==> config.mk <==
export PLATFORM = sky130hd
export DESIGN_NAME = rhfb_sequencer
export DESIGN_NICKNAME = d
export VERILOG_FILES = /design/src/logic/rhfb_flash_shifter.v /design/src/logic/rhfb_sequencer.v
export VERILOG_INCLUDE_DIRS = /design/src /design/src/pkg
export SDC_FILE = /design/constraint.sdc
export NUM_CORES = 1
export LEC_CHECK = 0
export ABC_AREA = 1
export BUFFER_PORTS_ARGS = -buffer_cell sky130_fd_sc_hd__buf_2
export CORE_AREA = 2 2 126 128
export DETAILED_ROUTE_END_ITERATION = 8
export DIE_AREA = 0 0 128 130
export GPL_ROUTABILITY_DRIVEN = 0
export SETUP_SLACK_MARGIN = 0.3
export SLEW_MARGIN = 15
export SYNTH_ARGS = -nofsm -noshare
export SYNTH_HDL_FRONTEND = slang
export SYNTH_SLANG_ARGS = --single-unit
==> constraint.sdc <==
create_clock -name MCLK_IN -period 3.6 [get_ports MCLK_IN]
set_input_delay 0.72 -clock MCLK_IN [delete_from_list [all_inputs] [get_ports MCLK_IN]]
set_output_delay 0.72 -clock MCLK_IN [all_outputs]
set_load 0.02 [all_outputs]
==> src/pkg/rhfb_regs.vh <==
// Constants for the reset hold and flash boot sequencer.
// Assumes a 50 MHz core clock; included by bare name from logic files.
`ifndef RHFB_REGS_VH
`define RHFB_REGS_VH

// ============================================================
// Clock and timing
`define RHFB_CLK_MHZ          50
`define RHFB_HOLD_WINDOW_US   500
`define RHFB_HOLD_WINDOW_CYC  16'h61A8  // 500 us at 50 MHz, sized to the hold counter
`define RHFB_SCK_HALF_CYC     5'h01
`define RHFB_DONE_PULSE_CYC   8'h10

// ============================================================
// Serial flash boot read
`define RHFB_CMD_READ         8'h03
`define RHFB_BOOT_ADDR        24'h000000
`define RHFB_BOOT_WORDS       8'h10
`define RHFB_SHIFT_W          32

`endif

==> src/logic/rhfb_flash_shifter.v <==
// Serial flash word shifter: mode 0, master clock, one frame per start.
// Assumes start is only raised while idle; all inputs but the asynchronous reset are synchronous.
`include "rhfb_regs.vh"

module rhfb_flash_shifter (
  input  wire        clk_in,
  input  wire        rst_n_in,
  input  wire        start_in,
  input  wire [5:0]  nbits_in,
  input  wire [31:0] tx_in,
  input  wire        miso_in,
  output reg         sck_out,
  output reg         mosi_out,
  output reg         cs_n_out,
  output reg         busy_out,
  output reg         done_out,
  output reg  [31:0] rx_out
);
  reg [31:0] tx_reg;
  reg [5:0]  cnt_reg;
  reg [4:0]  div_reg;

  // ============================================================
  // Frame engine; data changes on falling SCK, sampled on rising
  always @(posedge clk_in or negedge rst_n_in) begin
    if (!rst_n_in) begin
      sck_out  <= 1'b0;
      mosi_out <= 1'b0;
      cs_n_out <= 1'b1;
      busy_out <= 1'b0;
      done_out <= 1'b0;
      rx_out   <= 32'h00000000;
      tx_reg   <= 32'h00000000;
      cnt_reg  <= 6'h00;
      div_reg  <= 5'h00;
    end else begin
      done_out <= 1'b0;
      if (!busy_out) begin
        cs_n_out <= 1'b1;                      // Deselected between frames
        if (start_in) begin
          busy_out <= 1'b1;
          cs_n_out <= 1'b0;                    // Select flash
          tx_reg   <= tx_in << 1;
          mosi_out <= tx_in[31];               // Command/address first bit
          cnt_reg  <= nbits_in;
          div_reg  <= 5'h00;
        end
      end else if (div_reg != `RHFB_SCK_HALF_CYC) begin
        div_reg <= div_reg + 5'h01;
      end else begin
        div_reg <= 5'h00;
        if (!sck_out) begin
          sck_out <= 1'b1;                     // Master generates clock
          rx_out  <= {rx_out[30:0], miso_in};  // Input timed by our clock
        end else begin
          sck_out <= 1'b0;
          if (cnt_reg == 6'h01) begin
            busy_out <= 1'b0;
            done_out <= 1'b1;
            cs_n_out <= 1'b1;                  // Release select at frame end
          end else begin
            cnt_reg  <= cnt_reg - 6'h01;
            mosi_out <= tx_reg[31];            // Output timed by our clock
            tx_reg   <= tx_reg << 1;
          end
        end
      end
    end
  end
endmodule // rhfb_flash_shifter

==> src/logic/rhfb_sequencer.v <==
// Start-up sequencer: reset release, flash boot read, mirror hold, done flag.
// Assumes RST_N_IN is the power-on reset; output enables are active low.
`include "rhfb_regs.vh"

module rhfb_sequencer (
  input  wire        MCLK_IN,
  input  wire        RST_N_IN,
  input  wire        MIRROR_HOLD_N_IN,
  input  wire        FLASH_SERIAL_IN_IN,
  input  wire        ERROR_EVENT_IN,
  output reg         MIRROR_SUPPLY_ENABLE_OUT,
  output reg         MIRROR_SUPPLY_ENABLE_OE_N_OUT,
  output reg         LAMP_DRIVER_ON_OUT,
  output reg         LAMP_DRIVER_ON_OE_N_OUT,
  output reg  [1:0]  LAMP_SELECT_OUT,
  output reg  [1:0]  LAMP_SELECT_OE_N_OUT,
  output reg         FLASH_SERIAL_CLOCK_OUT,
  output reg         FLASH_SERIAL_OUT_OUT,
  output reg         FLASH_SELECT_N_OUT,
  output reg         FLASH_PINS_OE_N_OUT,
  output reg         INIT_DONE_OUT,
  output reg         MIRRORS_HELD_OUT,
  output reg         BOOT_ERROR_OUT
);
  localparam [4:0] ST_WAIT = 5'h01;
  localparam [4:0] ST_SEND = 5'h02;
  localparam [4:0] ST_READ = 5'h04;
  localparam [4:0] ST_DONE = 5'h08;
  localparam [4:0] ST_RUN  = 5'h10;
  localparam [15:0] HOLD_CYC = `RHFB_HOLD_WINDOW_CYC;

  reg [4:0]  state_reg;
  reg [1:0]  hold_sync_reg;
  reg [1:0]  miso_sync_reg;
  reg [1:0]  err_sync_reg;
  reg        err_seen_reg;
  reg        release_reg;
  reg [7:0]  words_reg;
  reg [7:0]  pulse_reg;
  reg [15:0] hold_cnt_reg;
  reg        start_reg;
  reg [5:0]  nbits_reg;
  reg [31:0] tx_reg;
  reg [31:0] cksum_reg;
  wire       sck;
  wire       mosi;
  wire       cs_n;
  wire       busy;
  wire       done;
  wire [31:0] rx;
  wire       err_rise;

  // ============================================================
  // Pin synchronisers: first stage feeds only the second
  always @(posedge MCLK_IN or negedge RST_N_IN) begin
    if (!RST_N_IN) begin
      hold_sync_reg <= 2'h0;
      miso_sync_reg <= 2'h0;
      err_sync_reg  <= 2'h0;
      err_seen_reg  <= 1'b0;
    end else begin
      hold_sync_reg <= {hold_sync_reg[0], MIRROR_HOLD_N_IN};
      miso_sync_reg <= {miso_sync_reg[0], FLASH_SERIAL_IN_IN};
      err_sync_reg  <= {err_sync_reg[0], ERROR_EVENT_IN};
      err_seen_reg  <= err_sync_reg[1];
    end
  end

  assign err_rise = err_sync_reg[1] & ~err_seen_reg;

  // Synchroniser delay adds two cycles to flash input timing; SCK is too fast, so each sample takes the bit before
  rhfb_flash_shifter u_shift (
    .clk_in   (MCLK_IN),
    .rst_n_in (RST_N_IN),
    .start_in (start_reg),
    .nbits_in (nbits_reg),
    .tx_in    (tx_reg),
    .miso_in  (miso_sync_reg[1]),
    .sck_out  (sck),
    .mosi_out (mosi),
    .cs_n_out (cs_n),
    .busy_out (busy),
    .done_out (done),
    .rx_out   (rx)
  );

  // ============================================================
  // Boot sequence; reset release is the rising edge that starts it
  always @(posedge MCLK_IN or negedge RST_N_IN) begin
    if (!RST_N_IN) begin
      state_reg   <= ST_WAIT;
      release_reg <= 1'b0;
      start_reg   <= 1'b0;
      nbits_reg   <= 6'h00;
      tx_reg      <= 32'h00000000;
      words_reg   <= 8'h00;
      pulse_reg   <= 8'h00;
      cksum_reg   <= 32'h00000000;
      INIT_DONE_OUT  <= 1'b0;
      BOOT_ERROR_OUT <= 1'b0;
    end else begin
      start_reg   <= 1'b0;
      release_reg <= 1'b1;
      if (pulse_reg != 8'h00) begin
        pulse_reg <= pulse_reg - 8'h01;
      end
      INIT_DONE_OUT <= (pulse_reg != 8'h00);
      case (state_reg)
        ST_WAIT: begin
          if (release_reg) begin               // First cycle after release
            start_reg <= 1'b1;
            nbits_reg <= 6'h20;
            tx_reg    <= {`RHFB_CMD_READ, `RHFB_BOOT_ADDR};
            state_reg <= ST_SEND;
          end
        end
        ST_SEND: begin
          if (done) begin
            start_reg <= 1'b1;
            nbits_reg <= 6'h20;
            tx_reg    <= 32'h00000000;
            words_reg <= `RHFB_BOOT_WORDS;
            state_reg <= ST_READ;
          end
        end
        ST_READ: begin
          if (done) begin
            cksum_reg <= cksum_reg ^ rx;
            words_reg <= words_reg - 8'h01;
            if (words_reg == 8'h01) begin
              state_reg <= ST_DONE;
            end else begin
              start_reg <= 1'b1;
            end
          end
        end
        ST_DONE: begin
          pulse_reg <= `RHFB_DONE_PULSE_CYC;   // High then low marks init done
          state_reg <= ST_RUN;
        end
        ST_RUN: begin
          if (err_rise) begin
            pulse_reg      <= `RHFB_DONE_PULSE_CYC;  // Error interrupt pulse
            BOOT_ERROR_OUT <= 1'b1;
          end
        end
        default: begin
          state_reg <= ST_WAIT;
        end
      endcase
    end
  end

  // ============================================================
  // Output pins: enabled pins high impedance during reset, driven after; mirrors-held flag driven high in reset
  always @(posedge MCLK_IN or negedge RST_N_IN) begin
    if (!RST_N_IN) begin
      MIRROR_SUPPLY_ENABLE_OUT      <= 1'b0;
      MIRROR_SUPPLY_ENABLE_OE_N_OUT <= 1'b1;
      LAMP_DRIVER_ON_OUT            <= 1'b0;
      LAMP_DRIVER_ON_OE_N_OUT       <= 1'b1;
      LAMP_SELECT_OUT               <= 2'h0;
      LAMP_SELECT_OE_N_OUT          <= 2'h3;
      FLASH_SERIAL_CLOCK_OUT        <= 1'b0;
      FLASH_SERIAL_OUT_OUT          <= 1'b0;
      FLASH_SELECT_N_OUT            <= 1'b1;
      FLASH_PINS_OE_N_OUT           <= 1'b1;
      MIRRORS_HELD_OUT              <= 1'b1;
      hold_cnt_reg                  <= 16'h0000;
    end else begin
      MIRROR_SUPPLY_ENABLE_OE_N_OUT <= 1'b0;
      LAMP_DRIVER_ON_OE_N_OUT       <= 1'b0;
      LAMP_SELECT_OE_N_OUT          <= 2'h0;
      FLASH_PINS_OE_N_OUT           <= 1'b0;
      FLASH_SERIAL_CLOCK_OUT        <= sck;
      FLASH_SERIAL_OUT_OUT          <= mosi;
      FLASH_SELECT_N_OUT            <= cs_n;
      // Low hold level parks mirrors; supply dropped only once hold window ran
      MIRRORS_HELD_OUT <= ~hold_sync_reg[1];
      if (hold_sync_reg[1]) begin
        hold_cnt_reg <= 16'h0000;
      end else if (hold_cnt_reg != HOLD_CYC) begin
        hold_cnt_reg <= hold_cnt_reg + 16'h0001;
      end
      // Supply stays on through the host's 500 us parking window
      MIRROR_SUPPLY_ENABLE_OUT <= (state_reg == ST_RUN) &&
                                  (hold_sync_reg[1] || hold_cnt_reg != HOLD_CYC);
      LAMP_DRIVER_ON_OUT <= (state_reg == ST_RUN) && hold_sync_reg[1];
      LAMP_SELECT_OUT    <= 2'h0;
    end
  end
endmodule // rhfb_sequencer

==> results.toml <==
[clock_tree]
cts_tree = "built"
ctsHoldBuffers = 0
cts.sink_count = 78
cts_setup_buffers = 0
clk_latency_ns = 0.34
cts-buffers-inserted = 9
clkTransAtPathRegs_ns = 0.06
clockBufferDepth = 2
h-tree-depth = 3
cts_root_buf = "clkbuf_16"
ctsResizeCount = 0

[floorplanning]
die_w_um = 128
initial_utilization_pct = 24.38
die-height_um = 130
ios = 20
core_sq_um = 15420
rows = 46
die_area_sq_um = 16640

[route]
vias = 2758
drt_iter0_markers = 143
wirelength_um = 6796
wl_per_cell_um = 10.10
postRouteAntennaNets = 0
via_per_inst = 4.098
drc = 0
firstDrtPassIters = 4

[logic_synthesis]
netlist_instances = 457
synthArstFlopShare_pct = 100.0
ys.flop_type = "dfrtp_1"
ys_ff_latch = 78
synth.most_common_cell = "nand2_1"
synth_cell_type_count = 31
yosys-top-cells-count = "nand2_1, dfrtp_1, nor2_1, inv_1, nand3_1"
ys_top_cells_by_area = "dfrtp_1, nand2_1, nor2_1"
synth.yosys.seq_area_share_pct = 52.08
synth_top_area_share_pct = 48.59
avgSynthCellArea_sq_um = 8.227
synth_edf_count = 0
yosys_warnings = 0
syn_area_sq_um = 3760
yosys.area.top_type = "dfrtp_1"

[worst_setup_path]
r2r_end = "u_shift.tx_reg[26]$_DFFE_PN0P_"
reg2reg_slack_ns = 1.85
crit_path_cell_trace = "buf_2"
ff2ff_path_depth = 4
path_max_fanout = 5
cp.required_ns = 2.88
crit_slowest_cell = "dfstp_2"
crit_start = "LAMP_SELECT_OE_N_OUT[0]$_DFF_PN1_"
worst_ep_arrival_time_ns = 1.05
worstSetupEndpointType = "output port"
reg2reg_from = "u_shift.busy_out$_DFF_PN0_"
critical-path-top-delay-family = "flip-flops"
crit_path_end = "FLASH_PINS_OE_N_OUT"
crit_path_max_incr_delay_ns = 0.54
critPathBufInv = 1
crit_path_start_kind = "register"
critical_path_class = "register to output port"
path_depth = 1

[power_and_ir_drop]
sw_frac_of_total_pct = 30.83
p_per_area_nw_per_um2 = 644.9
p_int_mw = 1.939
comb_power_share_pct = 21.9
p_leak_nw = 2.155
vdd.ir_drop.worst_mv = 0.3539
p_seq_share_pct = 43.0
p_sw_mw = 0.8643
clockPowerShare_pct = 35.1

[timing]
fin_crit_ns = 1.767
rsz0062_at_grt = "false"
finClkSkew_ns = 0.008261
clock.fmax_mhz = 566.0
maxSlewHeadroom_pct = 46.88
slew_violations = 0
setup_viol = 0
period_share_pct = 49.08
max_slew.worst_pin.slew_ns = 0.7969
fin_ws_ns = 1.833
finalSetupTns_ns = 0
hold_viol = 0

[outcome]
status = "finished clean"

[global_route]
grt_antenna_before_repair = 0
grt_max_degree = 65
grt_pass1_vias = 2731
grt_pass1_wl_um = 12300
groute.usage.overall_pct = 9.129
grt-ovfl-total = 0

[finish]
largest_reg_flops = 16
diodes = 0
final_cells = 673
area_delta_synth_final_pct = 15.61
drive_above_1_share_pct = 10.40
fin_nets = 490
fin_area_sq_um = 4347

[place]
place_area_sq_um = 4023
hpwl_um = 4605
port_buffers = 16
dp.cells = 657
preCtsSetupSlack_ns = 1.803

[flow_run]
max_cap_viol_count = 0

[worst_hold_path]
hp-class = "register to register"
-- worst min path at each step --
stage / from / to / slack [ns] / depth (start not counted)
after detailed placement: err_sync_reg[0]$_DFF_PN0_ / err_sync_reg[1]$_DFF_PN0_ / 0.34 / 0
after global placement: hold_sync_reg[0]$_DFF_PN0_ / hold_sync_reg[1]$_DFF_PN0_ / 0.34 / 0
final: err_sync_reg[0]$_DFF_PN0_ / err_sync_reg[1]$_DFF_PN0_ / 0.36 / 0
after floorplan: err_sync_reg[0]$_DFF_PN0_ / err_sync_reg[1]$_DFF_PN0_ / 0.33 / 0
after CTS: err_sync_reg[0]$_DFF_PN0_ / err_sync_reg[1]$_DFF_PN0_ / 0.36 / 0
after global routing: hold_sync_reg[0]$_DFF_PN0_ / hold_sync_reg[1]$_DFF_PN0_ / 0.36 / 0
-- layer usage --
| layer | GRT usage, % | routed length (um) |
|---|---|---|
| met1 | 11.42 | 3362 |
| met2 | 14.69 | 3097 |
| met3 | 2.829 | 252 |
| met4 | 3.878 | 83 |
| met5 | 0 | 0 |
-- cells by family after synthesis --
group	after synthesis	synth area share (%)
xor+xnor	12	2.796
other cells	2	0.1997
fa+ha+maj	9	2.995
compound gates	39	5.424
flops	78	52.08
simple gates	244	28.22
buf+inv	73	8.286
-- final cells by class --
type,instances,area (sq um)
fillers,1646,11080
flip-flops and latches,78,1958
multi-input cells,308,1498
well taps,192,240.2
clock buffers,10,239.0
inverters,61,229.0
repair buffers,18,97.59
clock inverters,6,85.08
-- metrics by stage --
step	util [%]	total power [mW]	hold WS (ns)
after detailed placement	26.08	1.836	0.3395
after CTS	28.18	2.846	0.3560
after global placement	26.08	1.824	0.3364
after global routing	28.18	3.000	0.3637
after floorplan	-	1.700	0.3312
final	28.18	2.803	0.3555
-- cell usage in the layout, fill, tap and decap left out, types with 5 or more instances in the layout --
cell,netlist,final
nor2_1,65,65
nor3_1,8,8
inv_1,60,60
ha_1,9,9
o21ai_0,22,22
nand4_1,11,11
nand2_1,108,108
a21oi_1,8,8
dfrtp_1,73,73
nand3_1,39,39
dfstp_2,5,5
buf_2,3,15
clkbuf_16,0,9
xor2_1,9,9
-- power by group through the flow --
stage	sequential, mW	clock (mW)	combinational (mW)
2_1_floorplan	1.21	0	0.489
3_3_place_gp	1.22	0	0.604
3_5_place_dp	1.22	0	0.619
4_1_cts	1.21	1.02	0.621
5_1_grt	1.24	1.04	0.723
6_report	1.21	0.984	0.613
Note: power is estimated with default switching activity, not from simulation.
